### src/design/ecct_params.svh
// register map, command codes and timing counts of the counter bank
`ifndef ECCT_PARAMS_SVH
`define ECCT_PARAMS_SVH
// bank shape
`define ECCT_NCH        8
`define ECCT_CW         32
`define ECCT_AW         8
// register indices; byte address is four times the index
`define ECCT_IDX_LSB    2
`define ECCT_IDX_HI     4
`define ECCT_IDX_DATA3  3'h3
`define ECCT_IDX_SEL    3'h4
`define ECCT_IDX_CMD    3'h5
`define ECCT_IDX_LFS    3'h6
`define ECCT_IDX_STAT   3'h7
// command register fields
`define ECCT_CODE_HI    7
`define ECCT_CODE_LO    4
`define ECCT_ARG_HI     1
// command codes
`define ECCT_OP_CLEAR   4'h0
`define ECCT_OP_LOAD    4'h1
`define ECCT_OP_DIR     4'h2
`define ECCT_OP_GATE    4'h3
`define ECCT_OP_RUN     4'h4
`define ECCT_OP_LATCH   4'h5
`define ECCT_OP_SRC     4'h6
`define ECCT_OP_RELOAD  4'h7
`define ECCT_OP_OUT     4'h8
`define ECCT_OP_RESET   4'hF
// clock source codes
`define ECCT_SRC_EXT    2'h0
`define ECCT_SRC_FAST   2'h2
`define ECCT_SRC_SLOW   2'h3
// lines handed back to general i/o by the line function select
`define ECCT_HIGH_LINES 8'hF0
`define ECCT_LFS_RESET  1'h0
// bus answers
`define ECCT_RESP_OKAY  2'h0
`define ECCT_RESP_SLVERR 2'h2
// timing: system clock and the two internal counting rates
`define ECCT_CLK_HZ     100000000
`define ECCT_FAST_HZ    50000000
`define ECCT_SLOW_HZ    1000000
`define ECCT_DIV_FAST   (`ECCT_CLK_HZ / `ECCT_FAST_HZ)
`define ECCT_DIV_SLOW   (`ECCT_CLK_HZ / `ECCT_SLOW_HZ)
`endif

### src/design/ecct_pkg.sv
// types shared by the counter bank and its channels
package ecct_pkg;
  // per-counter settings
  typedef struct packed {
    logic       up;
    logic       run;
    logic       reload_en;
    logic [1:0] src;
    logic       out_en;
    logic       out_pol;
  } ecct_cfg_t;
  // one command aimed at one channel
  typedef struct packed {
    logic       valid;
    logic [3:0] code;
    logic [1:0] arg;
  } ecct_cmd_t;
  // drive of the shared port c lines
  typedef struct packed {
    logic [7:0] oe;
    logic [7:0] dout;
  } ecct_pins_t;
endpackage

### src/design/ecct_channel.sv
// one counter/timer channel: count, reload value, settings, zero pulse
`timescale 1ns/100ps
`include "ecct_params.svh"
module ecct_channel (
  // clock and reset
  input  wire logic                  clock,
  input  wire logic                  resetn,
  // command and data word from the register window
  input  ecct_pkg::ecct_cmd_t        cmd,
  input  wire logic [`ECCT_CW-1:0]   data_word,
  // counting clock candidates, one-cycle enables
  input  wire logic                  ext_fall,
  input  wire logic                  tick_fast,
  input  wire logic                  tick_slow,
  // channel state
  output ecct_pkg::ecct_cfg_t        cfg,
  output logic [`ECCT_CW-1:0]        count,
  output logic                       pulse
);
  import ecct_pkg::*;

  // =====================================================
  // counting clock and end-of-count detect
  ecct_cfg_t           next_cfg;
  logic [`ECCT_CW-1:0] next_count;
  logic [`ECCT_CW-1:0] reload;
  logic [`ECCT_CW-1:0] next_reload;
  wire tick = (cfg.src == `ECCT_SRC_EXT  & ext_fall)  |
              (cfg.src == `ECCT_SRC_FAST & tick_fast) |
              (cfg.src == `ECCT_SRC_SLOW & tick_slow);
  wire step = cfg.run & tick;
  wire at_one = count == 32'h0000_0001;
  wire zero_hit = step & ~cfg.up & at_one & ~cmd.valid;
  wire is_reset = cmd.valid & cmd.code == `ECCT_OP_RESET;

  // =====================================================
  // command decode; a command wins over a count step that cycle
  always_comb begin
    next_cfg = cfg;
    next_count = count;
    next_reload = reload;
    if (cmd.valid) begin
      unique case (cmd.code)
        `ECCT_OP_CLEAR:  next_count = cfg.up ? '0 : reload;
        `ECCT_OP_LOAD: begin
          next_count = data_word;
          next_reload = data_word;
        end
        `ECCT_OP_DIR:    next_cfg.up = cmd.arg[0];
        `ECCT_OP_RUN:    next_cfg.run = cmd.arg[0];
        `ECCT_OP_SRC:    next_cfg.src = cmd.arg;
        `ECCT_OP_RELOAD: next_cfg.reload_en = cmd.arg[0];
        `ECCT_OP_OUT: begin
          next_cfg.out_en = cmd.arg[`ECCT_ARG_HI];
          if (cmd.arg[`ECCT_ARG_HI]) begin
            next_cfg.out_pol = cmd.arg[0];
          end
        end
        `ECCT_OP_RESET: begin
          next_cfg = '0;
          next_count = '0;
          next_reload = '0;
        end
        // gate is accepted and does nothing, as do the spare codes
        default: next_count = count;
      endcase
    end else if (step) begin
      if (cfg.up) begin
        next_count = count + 32'h0000_0001;
      end else if (at_one & cfg.reload_en) begin
        next_count = reload;
      end else if (at_one) begin
        next_count = '0;
        next_cfg.run = 1'b0;
      end else if (count != '0) begin
        next_count = count - 32'h0000_0001;
      end
    end
  end

  // =====================================================
  // state registers; pulse spans one counting-clock period
  always_ff @(posedge clock or negedge resetn) begin
    if (!resetn) begin
      cfg <= '0;
      count <= '0;
      reload <= '0;
      pulse <= 1'b0;
    end else begin
      cfg <= next_cfg;
      count <= next_count;
      reload <= next_reload;
      if (is_reset) begin
        pulse <= 1'b0;
      end else if (tick) begin
        pulse <= zero_hit;
      end
    end
  end

  // =====================================================
  // checks
  AST_CLEAR_DOWN: assert property (@(posedge clock) disable iff (!resetn)
    cmd.valid & cmd.code == `ECCT_OP_CLEAR & ~cfg.up
    |=> count == $past(reload))
    else $error("clear while counting down missed reload value");
  AST_LOAD: assert property (@(posedge clock) disable iff (!resetn)
    cmd.valid & cmd.code == `ECCT_OP_LOAD |=> count == $past(data_word))
    else $error("load did not take the data word");
  AST_HALT: assert property (@(posedge clock) disable iff (!resetn)
    ~cmd.valid & zero_hit & ~cfg.reload_en |=> count == '0 && !cfg.run)
    else $error("down count without reload did not stop at zero");
  AST_HOLD: assert property (@(posedge clock) disable iff (!resetn)
    ~cmd.valid & ~cfg.run |=> $stable(count))
    else $error("stopped counter changed its count");
endmodule

### src/design/ecct_bank.sv
// eight-channel counter/timer bank with axi4-lite register window
`timescale 1ns/100ps
`include "ecct_params.svh"
// Overview of operation
// - eight independent 32-bit counters, each with its own settings
// - select at index 4, data word at indices 0-3, commands at index 5
// - clear: up counter to zero, down counter to reload value, keeps running
// - load copies the data word into the selected count
// - direction command: argument bit zero one counts up, zero down
// - gate command is accepted and changes nothing
// - enable command starts or stops counting per argument bit zero
// - latch copies the live count into the readable data word
// - source: 00 external active-low pin, 10 fast, 11 slow internal
// - external clock source forces the counter's line to input
// - input role beats output role on the shared line
// - down count at one reloads if auto-reload, else steps to zero, halts
// - output command enables output by argument bit one; down count only
// - output enable drives the line unless it is the external clock or lent to general i/o
// - polarity zero idles high pulsing low at zero, one the reverse
// - reset clears selected counter, or all when argument bit zero set
// - line function select hands lines 7-4 to general i/o when one
module ecct_bank (
  // clock and reset
  input  wire logic                 clock,
  input  wire logic                 resetn,
  // axi4-lite write address and data
  input  wire logic [`ECCT_AW-1:0]  s_axi_awaddr,
  input  wire logic                 s_axi_awvalid,
  output logic                      s_axi_awready,
  input  wire logic [31:0]          s_axi_wdata,
  input  wire logic [3:0]           s_axi_wstrb,
  input  wire logic                 s_axi_wvalid,
  output logic                      s_axi_wready,
  // axi4-lite write response
  output logic [1:0]                s_axi_bresp,
  output logic                      s_axi_bvalid,
  input  wire logic                 s_axi_bready,
  // axi4-lite read
  input  wire logic [`ECCT_AW-1:0]  s_axi_araddr,
  input  wire logic                 s_axi_arvalid,
  output logic                      s_axi_arready,
  output logic [31:0]               s_axi_rdata,
  output logic [1:0]                s_axi_rresp,
  output logic                      s_axi_rvalid,
  input  wire logic                 s_axi_rready,
  // shared port c lines
  input  wire logic [`ECCT_NCH-1:0] ctr_pin_in,
  output ecct_pkg::ecct_pins_t      pin_drive
);
  import ecct_pkg::*;

  // =====================================================
  // write channel: address and data taken in either order
  logic                aw_held;
  logic                w_held;
  logic [`ECCT_AW-1:0] aw_addr;
  logic [31:0]         w_data;
  logic [3:0]          w_strb;
  wire aw_take = s_axi_awvalid & s_axi_awready;
  wire w_take = s_axi_wvalid & s_axi_wready;
  wire do_write = aw_held & w_held & ~s_axi_bvalid;
  wire next_aw_held = aw_take | (aw_held & ~do_write);
  wire next_w_held = w_take | (w_held & ~do_write);
  wire next_bvalid = do_write | (s_axi_bvalid & ~s_axi_bready);
  wire [2:0] w_idx = aw_addr[`ECCT_IDX_HI:`ECCT_IDX_LSB];
  wire w_mapped = aw_addr[`ECCT_AW-1:`ECCT_IDX_HI+1] == '0;
  wire wr_en = do_write & w_mapped & w_strb[0];

  // each ready only while its own beat is not held and no answer waits, so one write at a time
  // bresp is taken at execution and stands until bready
  always_ff @(posedge clock or negedge resetn) begin
    if (!resetn) begin
      aw_held <= 1'b0;
      w_held <= 1'b0;
      s_axi_awready <= 1'b0;
      s_axi_wready <= 1'b0;
      s_axi_bvalid <= 1'b0;
      s_axi_bresp <= `ECCT_RESP_OKAY;
    end else begin
      aw_held <= next_aw_held;
      w_held <= next_w_held;
      s_axi_awready <= ~next_aw_held & ~next_bvalid;
      s_axi_wready <= ~next_w_held & ~next_bvalid;
      s_axi_bvalid <= next_bvalid;
      if (do_write) begin
        s_axi_bresp <= w_mapped ? `ECCT_RESP_OKAY : `ECCT_RESP_SLVERR;
      end
    end
  end

  // payload capture
  // kept apart so that either beat may arrive first
  always_ff @(posedge clock or negedge resetn) begin
    if (!resetn) begin
      aw_addr <= '0;
      w_data <= '0;
      w_strb <= '0;
    end else begin
      if (aw_take) begin
        aw_addr <= s_axi_awaddr;
      end
      if (w_take) begin
        w_data <= s_axi_wdata;
        w_strb <= s_axi_wstrb;
      end
    end
  end

  // =====================================================
  // command decode
  logic [7:0]          sel;
  logic                lfs;
  logic [`ECCT_CW-1:0] data_word;
  logic [`ECCT_CW-1:0] latch;
  ecct_cfg_t           ch_cfg [`ECCT_NCH];
  logic [`ECCT_CW-1:0] ch_count [`ECCT_NCH];
  logic [`ECCT_NCH-1:0] ch_pulse;
  logic [`ECCT_NCH-1:0] ch_run;
  wire cmd_fire = wr_en & w_idx == `ECCT_IDX_CMD;
  wire [3:0] cmd_code = w_data[`ECCT_CODE_HI:`ECCT_CODE_LO];
  wire [1:0] cmd_arg = w_data[`ECCT_ARG_HI:0];
  wire sel_ok = sel[7:3] == 5'h00;
  wire all_reset = cmd_fire & cmd_code == `ECCT_OP_RESET & cmd_arg[0];
  wire latch_fire = cmd_fire & cmd_code == `ECCT_OP_LATCH & sel_ok;
  wire [`ECCT_CW-1:0] sel_count = ch_count[sel[2:0]];

  // select, line function, latch; a full reset also empties the words
  // latch is a snapshot; the live count keeps moving behind it
  always_ff @(posedge clock or negedge resetn) begin
    if (!resetn) begin
      sel <= 8'h00;
      lfs <= `ECCT_LFS_RESET;
      latch <= '0;
    end else begin
      if (wr_en & w_idx == `ECCT_IDX_SEL) begin
        sel <= w_data[7:0];
      end
      if (wr_en & w_idx == `ECCT_IDX_LFS) begin
        lfs <= w_data[0];
      end
      if (all_reset) begin
        latch <= '0;
      end else if (latch_fire) begin
        latch <= sel_count;
      end
    end
  end

  // data word bytes, one writable byte per index
  // only lane zero counts, so wide writes cannot touch other bytes
  genvar b;
  generate
    for (b = 0; b < 4; b++) begin : g_byte
      always_ff @(posedge clock or negedge resetn) begin
        if (!resetn) begin
          data_word[8*b +: 8] <= 8'h00;
        end else if (all_reset) begin
          data_word[8*b +: 8] <= 8'h00;
        end else if (wr_en & w_idx == 3'(b)) begin
          data_word[8*b +: 8] <= w_data[7:0];
        end
      end
    end
  endgenerate

  // =====================================================
  // internal counting rates as one-cycle enables
  // both dividers free-run, so a new source starts mid-period
  logic [6:0] div_fast;
  logic [6:0] div_slow;
  wire tick_fast = div_fast == 7'(`ECCT_DIV_FAST - 1);
  wire tick_slow = div_slow == 7'(`ECCT_DIV_SLOW - 1);
  always_ff @(posedge clock or negedge resetn) begin
    if (!resetn) begin
      div_fast <= 7'h00;
      div_slow <= 7'h00;
    end else begin
      div_fast <= tick_fast ? 7'h00 : div_fast + 7'h01;
      div_slow <= tick_slow ? 7'h00 : div_slow + 7'h01;
    end
  end

  // =====================================================
  // line synchronisers; the first stage is never looked at
  // reset high, matching the idle line, so no false edge after reset
  logic [`ECCT_NCH-1:0] pin_meta;
  logic [`ECCT_NCH-1:0] pin_sync;
  logic [`ECCT_NCH-1:0] pin_prev;
  wire [`ECCT_NCH-1:0] released = lfs ? `ECCT_HIGH_LINES : 8'h00;
  always_ff @(posedge clock or negedge resetn) begin
    if (!resetn) begin
      pin_meta <= 8'hFF;
      pin_sync <= 8'hFF;
      pin_prev <= 8'hFF;
    end else begin
      pin_meta <= ctr_pin_in;
      pin_sync <= pin_meta;
      pin_prev <= pin_sync;
    end
  end

  // =====================================================
  // channels and their line drive
  ecct_cmd_t            ch_cmd [`ECCT_NCH];
  logic [`ECCT_NCH-1:0] ext_fall;
  logic [`ECCT_NCH-1:0] next_oe;
  logic [`ECCT_NCH-1:0] next_dout;
  genvar i;
  generate
    for (i = 0; i < `ECCT_NCH; i++) begin : g_ch
      // a line lent to general i/o gives the counter no clock
      assign ext_fall[i] = pin_prev[i] & ~pin_sync[i] & ~released[i];
      assign ch_cmd[i].valid = cmd_fire &
        ((sel_ok & sel[2:0] == 3'(i)) | all_reset);
      assign ch_cmd[i].code = cmd_code;
      assign ch_cmd[i].arg = cmd_arg;
      assign ch_run[i] = ch_cfg[i].run;
      // external clock keeps the line an input, whatever else is set
      assign next_oe[i] = ch_cfg[i].out_en & ~released[i] &
        ch_cfg[i].src != `ECCT_SRC_EXT;
      // pulse is shown only while counting down
      assign next_dout[i] = ch_cfg[i].out_pol ^
        ~(ch_pulse[i] & ~ch_cfg[i].up);
      ecct_channel u_ch (
        .clock     (clock),
        .resetn    (resetn),
        .cmd       (ch_cmd[i]),
        .data_word (data_word),
        .ext_fall  (ext_fall[i]),
        .tick_fast (tick_fast),
        .tick_slow (tick_slow),
        .cfg       (ch_cfg[i]),
        .count     (ch_count[i]),
        .pulse     (ch_pulse[i])
      );
    end
  endgenerate

  // registered line drive; input role wins over output role
  // registered so the lines never see decode glitches
  always_ff @(posedge clock or negedge resetn) begin
    if (!resetn) begin
      pin_drive <= '0;
    end else begin
      pin_drive.oe <= next_oe;
      pin_drive.dout <= next_dout;
    end
  end

  // =====================================================
  // read channel: answer one cycle after the address is taken
  // the command register is write only and reads back zero
  wire ar_take = s_axi_arvalid & s_axi_arready;
  wire next_rvalid = ar_take | (s_axi_rvalid & ~s_axi_rready);
  wire [2:0] r_idx = s_axi_araddr[`ECCT_IDX_HI:`ECCT_IDX_LSB];
  wire r_mapped = s_axi_araddr[`ECCT_AW-1:`ECCT_IDX_HI+1] == '0;
  wire [7:0] latch_byte = 8'(latch >> {r_idx[1:0], 3'h0});
  wire [31:0] stat_word = {8'h00, pin_sync, pin_drive.oe, ch_run};
  wire [31:0] rd_word =
    r_idx <= `ECCT_IDX_DATA3 ? {24'h000000, latch_byte} :
    r_idx == `ECCT_IDX_SEL   ? {24'h000000, sel} :
    r_idx == `ECCT_IDX_LFS   ? {31'h00000000, lfs} :
    r_idx == `ECCT_IDX_STAT  ? stat_word : 32'h0000_0000;
  always_ff @(posedge clock or negedge resetn) begin
    if (!resetn) begin
      s_axi_arready <= 1'b0;
      s_axi_rvalid <= 1'b0;
      s_axi_rdata <= 32'h0000_0000;
      s_axi_rresp <= `ECCT_RESP_OKAY;
    end else begin
      s_axi_arready <= ~next_rvalid;
      s_axi_rvalid <= next_rvalid;
      if (ar_take) begin
        s_axi_rdata <= r_mapped ? rd_word : 32'h0000_0000;
        s_axi_rresp <= r_mapped ? `ECCT_RESP_OKAY : `ECCT_RESP_SLVERR;
      end
    end
  end

  // =====================================================
  // checks
  // line checks watch counter 5, which the scenarios drive hardest; the external-input check watches counter 3, the release check lines 7-4
  AST_LATCH: assert property (@(posedge clock) disable iff (!resetn)
    latch_fire & ~all_reset |=> latch == $past(sel_count))
    else $error("latch did not capture the selected count");
  AST_INPUT_WINS: assert property(@(posedge clock) disable iff (!resetn)
    ch_cfg[5].src == `ECCT_SRC_EXT & ch_cfg[5].out_en
    |=> !pin_drive.oe[5])
    else $error("external clock line was driven");
  AST_OUT_DRIVE: assert property (@(posedge clock) disable iff (!resetn)
    ch_cfg[5].out_en & ch_cfg[5].src != `ECCT_SRC_EXT & ~lfs
    |=> pin_drive.oe[5])
    else $error("enabled output did not drive its line");
  AST_RELEASE: assert property (@(posedge clock) disable iff (!resetn)
    lfs |=> pin_drive.oe[7:4] == 4'h0)
    else $error("released line still driven by a counter");
  AST_RESET_ALL: assert property (@(posedge clock) disable iff (!resetn)
    all_reset |=> ch_run == 8'h00 && data_word == '0 ##1 ch_run == 8'h00)
    else $error("reset of all counters left state behind");
  AST_ONE_WRITE: assert property (@(posedge clock) disable iff (!resetn)
    do_write |=> s_axi_bvalid && !do_write)
    else $error("write not answered or executed twice");
  AST_SEL_WRITE: assert property (@(posedge clock) disable iff (!resetn)
    wr_en & w_idx == `ECCT_IDX_SEL
    |=> sel == $past(w_data[7:0]))
    else $error("select register missed its write");
  AST_SLVERR: assert property (@(posedge clock) disable iff (!resetn)
    do_write & ~w_mapped
    |=> s_axi_bresp == `ECCT_RESP_SLVERR)
    else $error("write outside the window was not refused");
  AST_RESET_ONE: assert property (@(posedge clock) disable iff (!resetn)
    cmd_fire & cmd_code == `ECCT_OP_RESET & sel_ok
    |=> sel_count == '0 && !ch_run[sel[2:0]])
    else $error("reset left the selected counter behind");
  AST_EXT_INPUT: assert property (@(posedge clock) disable iff (!resetn)
    ch_cfg[3].src == `ECCT_SRC_EXT
    |=> !pin_drive.oe[3])
    else $error("external clock line was turned to output");
  AST_PULSE_POL: assert property (@(posedge clock) disable iff (!resetn)
    ch_pulse[5] & ~ch_cfg[5].up
    |=> pin_drive.dout[5] == $past(ch_cfg[5].out_pol))
    else $error("zero pulse shown at the wrong level");
  AST_UP_IDLE: assert property (@(posedge clock) disable iff (!resetn)
    ch_cfg[5].up
    |=> pin_drive.dout[5] == !$past(ch_cfg[5].out_pol))
    else $error("up counter showed a pulse on its line");
  COV_LATCH_READ: cover property (@(posedge clock) disable iff (!resetn)
    latch_fire ##[1:20] (ar_take & r_idx == 3'h0));
  COV_RELOAD: cover property (@(posedge clock) disable iff (!resetn)
    ch_pulse[0] & ch_cfg[0].reload_en & ch_cfg[0].run);
  COV_OUT_PULSE: cover property (@(posedge clock) disable iff (!resetn)
    pin_drive.oe[2] & $changed(pin_drive.dout[2]));
  COV_REFUSED: cover property (@(posedge clock) disable iff (!resetn)
    do_write & ~w_mapped);
  COV_RESET_ALL: cover property (@(posedge clock) disable iff (!resetn)
    all_reset);
endmodule

### config.mk
export PLATFORM = sky130hd
export DESIGN_NAME = ecct_bank
export DESIGN_NICKNAME = d
export VERILOG_FILES = /design/src/design/ecct_pkg.sv /design/src/design/ecct_channel.sv /design/src/design/ecct_bank.sv
export VERILOG_INCLUDE_DIRS = /design/src /design/src/design
export SDC_FILE = /design/constraint.sdc
export NUM_CORES = 2
export LEC_CHECK = 0
export BUFFER_PORTS_ARGS = -buffer_cell sky130_fd_sc_hd__buf_4
export CAP_MARGIN = 20
export CORE_ASPECT_RATIO = 0.75
export CORE_MARGIN = 2
export CORE_UTILIZATION = 50
export DETAILED_ROUTE_END_ITERATION = 6
export PLACE_DENSITY_LB_ADDON = 0.2
export SLEW_MARGIN = 5
export SYNTH_ARGS = -nofsm -noshare
export SYNTH_HDL_FRONTEND = slang
export SYNTH_SLANG_ARGS = --single-unit
### constraint.sdc
create_clock -name clock -period 4.1 [get_ports clock]
set_input_delay 0.205 -clock clock [delete_from_list [all_inputs] [get_ports clock]]
set_output_delay 0.205 -clock clock [all_outputs]
set_load 0.01 [all_outputs]
==> results.cfg <==
[layout]
drive_gt1_share_pct = 13.9
nets = 5819
fill_cells = 8919
final_util_pct = 56.6
syn_to_final_growth_pct = 12.4

[worst_setup_path]
cpMostUsedCell = buf_4
crit_required_ns = 4.70
crit_chain = and3b_1, nand3_1, buf_4, or2_2, nand2_1, buf_4, a211oi_1, o21ai_0, a22o_1
critPathMaxStageDelay_ns = 0.86
rrSetupSlack_ns = 0.25
critPathMaxFanout = 25
critPathCaptureType = flip-flop
worst-setup-path-type = reg -> reg
critPathSlowestCell = or2_2
cp_data_arrival_time_ns = 4.45
critPathLaunchType = flip-flop

[sta]
worstMarginPinSlew_ns = 1.27
finClkSkew_ns = 0.0271
slew_headroom_pct = 15.3
period_share_pct = 93.8
finalMaxSlewViolations = 0
hold_slack_ns = 0.124
setup_tns_ns = 0
max_freq_ghz = 0.260
fin_ws_ns = 0.252
finalCriticalPeriod_ns = 3.85
finalHoldViolations = 0
setup_viol = 0
rsz0062_at_grt = no

[clock_tree]
clockBufferDepth = 3
tritoncts = done
cts_post_setup_buffers_inserted = 0
clock_sinks = 751
cts.root.buffer_cell = clkbuf_16
htree_levels = 3
ctsResizeCount = 0
clkTransAtPathRegs_ns = 0.07
cts-buffers-inserted = 83
insertion_delay_ns = 0.72

[placement]
gp_congestion = 1.10
dpl.hpwl_mm = 171
io_buffers = 82
dpl_worst_slack_ns = 0.472

[detailed_routing]
via_count = 50000
ant_nets = 0
wl_per_cell_um = 32.7
routed_wl_mm = 233
first_pass_iters = 7
initialDrtViolationCount = 8862
avgViaCountPerCell = 7.01
drc = 0

[synth]
netlist_instances = 5752
synth-seq-cells = 751
ys_async_sr_fraction_pct = 100
yosys_warnings = 0
synth-compound-area-share_pct = 21.8
synth_fa_ha_area_share_pct = 0.691
synth_top_area_cell = dfrtp_1
synth_top_family_by_area = simple AND/OR/NAND/NOR gates
yosysMostFrequentCell = nand2_1
avgSynthCellArea_sq_um = 8.50
synth_xor_area_share_pct = 5.87
synth_ff_type = dfrtp_1
syn_area_sq_mm = 0.0489
synth.top_cells.by_area = dfrtp_1 (37%), nand2_1 (6.2%), o21ai_0 (5.7%)
yosys-mux-area-fraction_pct = 5.62
yosys.area.top_type_share_pct = 37.2
ys_types = 109
synth-simple-area-share_pct = 22.1
synth_common_cells = nand2_1 (803), dfrtp_1 (727), o21ai_0 (553), clkbuf_1 (444), nor2_1 (381)
synth-seq-area-share_pct = 38.5
synth-edff-count = 0

[outcome]
status = completed

[power_and_ir_drop]
leakagePower_uw = 0.0235
p_per_area_mw_per_mm2 = 461
peakVddDrop_uv = 382

[grt]
grt_remaining_overflow = 0
track_usage_pct = 45.8
grt_pass1_vias = 44700
grt_max_degree = 96
antenna_found_initial = 45
grt_pass1_wl_mm = 330

[floorplanning]
die_y_um = 275
placementRows = 99
die_w_um = 365
io_pins = 124
start_util_pct = 50.4
die_area_sq_mm = 0.100
coreArea_sq_mm = 0.0971

[hold_path]
hold_path.class = in -> reg

[flow_run]
maxCapViolCount = 0
## flip-flops by register name, summed over array words and instances (netlist names), 6 cells and up
signal	count
aw_addr	6
data_word	32
div_fast	7
div_slow	7
g_ch.u_ch.cfg	56
g_ch.u_ch.count	256
g_ch.u_ch.pulse	8
g_ch.u_ch.reload	256
latch	32
pin_drive	16
pin_meta	8
pin_prev	8
pin_sync	8
s_axi_rdata	24
sel	8
w_data	8
## path summary, 6_finish.rpt
path                                                            to              startpoint  cells after the start
worst max-delay path            g_ch[6].u_ch.count[29]$_DFFE_PN0P_  s_axi_bvalid$_DFF_PN0_                      9
worst min-delay path                    s_axi_rdata[3]$_DFFE_PN0P_         s_axi_araddr[4]                      4
worst max register to register  g_ch[6].u_ch.count[29]$_DFFE_PN0P_  s_axi_bvalid$_DFF_PN0_                      9
worst min register to register               pin_sync[7]$_DFF_PN1_   pin_meta[7]$_DFF_PN1_                      0
max in group asynchronous                    pin_meta[5]$_DFF_PN1_                  resetn                      3
min in group asynchronous               s_axi_rresp[1]$_DFFE_PN0P_                  resetn                      2
## cells in the final DEF (no fill, tap or decap), types with 60 or more instances in the layout
| cell | netlist | layout |
|---|---|---|
| nand2_1 | 803 | 801 |
| a221oi_1 | 62 | 62 |
| mux4_2 | 72 | 72 |
| clkbuf_16 | 0 | 85 |
| o21ai_0 | 553 | 553 |
| a211oi_1 | 94 | 94 |
| dfrtp_1 | 727 | 724 |
| nand4_1 | 111 | 111 |
| mux2i_1 | 72 | 72 |
| a21oi_1 | 215 | 213 |
| nor2_1 | 381 | 370 |
| nor4_1 | 107 | 106 |
| and3_1 | 87 | 87 |
| a22oi_1 | 61 | 60 |
| buf_4 | 20 | 397 |
| nor3_1 | 180 | 179 |
| xnor2_1 | 207 | 207 |
| o31ai_1 | 74 | 73 |
| a31oi_1 | 85 | 83 |
| xor2_1 | 121 | 121 |
| nand3_1 | 179 | 179 |
| inv_1 | 84 | 84 |
## cell families (layout without fill, tap and decap cells)
logic type                 Yosys count  in the layout
muxes                              180            180
buffers and inverters              651            684
AOI/OAI and AO/OA                 1630           1630
adders and majority gates           27             27
DFF                                751            751
other                                1             40
xor gates and xnor gates           328            328
and+or+nand+nor                   2184           2184
## layout make-up
| type | count | area, sq um | area share, % |
|---|---|---|---|
| inverters | 85 | 319 | 0.580 |
| multi-input cells | 4359 | 27600 | 50.2 |
| flip-flops and latches | 751 | 18800 | 34.2 |
| well taps | 1313 | 1640 | 2.99 |
| clock buffers | 115 | 2390 | 4.35 |
| diodes | 30 | 75.1 | 0.137 |
| repair buffers | 445 | 3620 | 6.58 |
| clock inverters | 39 | 503 | 0.915 |
## through the flow
stage               area (sq um)  power, uW  std cells
floorplan                  48900      13600       5761
global placement           51600      16600       6918
detailed placement         51700      16700       6921
CTS                        54900      24900       7106
global route               54900      26100       7110
finish                     55000      25300       7137
## metal layers
metal | up-vias | global-route usage (%) | wire length (um) | share of wire (%)
met3 | 622 | 23.9 | 41600 | 18
met2 | 3828 | 56.3 | 84900 | 36
met5 | - | 0 | 336 | 0.14
met4 | 42 | 19.9 | 11800 | 5.1
met1 | 24400 | 65.1 | 94400 | 41
li1 | 21100 | - | - | -
## worst max-delay path, delay by kind of cell, from the launching register on
| kind | cells | cell delay (ns) |
|---|---|---|
| buffers and inverters | 2 | 0.63 |
| AO/OA/AOI/OAI | 3 | 0.47 |
| AND/OR/NAND/NOR | 4 | 2.16 |
| flip-flops | 1 | 0.44 |
## power by group
| group | switching, uW | total, uW | internal (uW) |
|---|---|---|---|
| sequential | 779 | 8550 | 7770 |
| combinational | 5400 | 8540 | 3140 |
| clock | 3550 | 8230 | 4680 |
## what timing repair did
action / 4_1_cts / 5_1_grt
setup endpoints to repair: 0 / 0
endpoints found under the hold margin: 110 / 0
hold buffers: 31 / 0
Note: power is estimated with default switching activity, not from simulation.
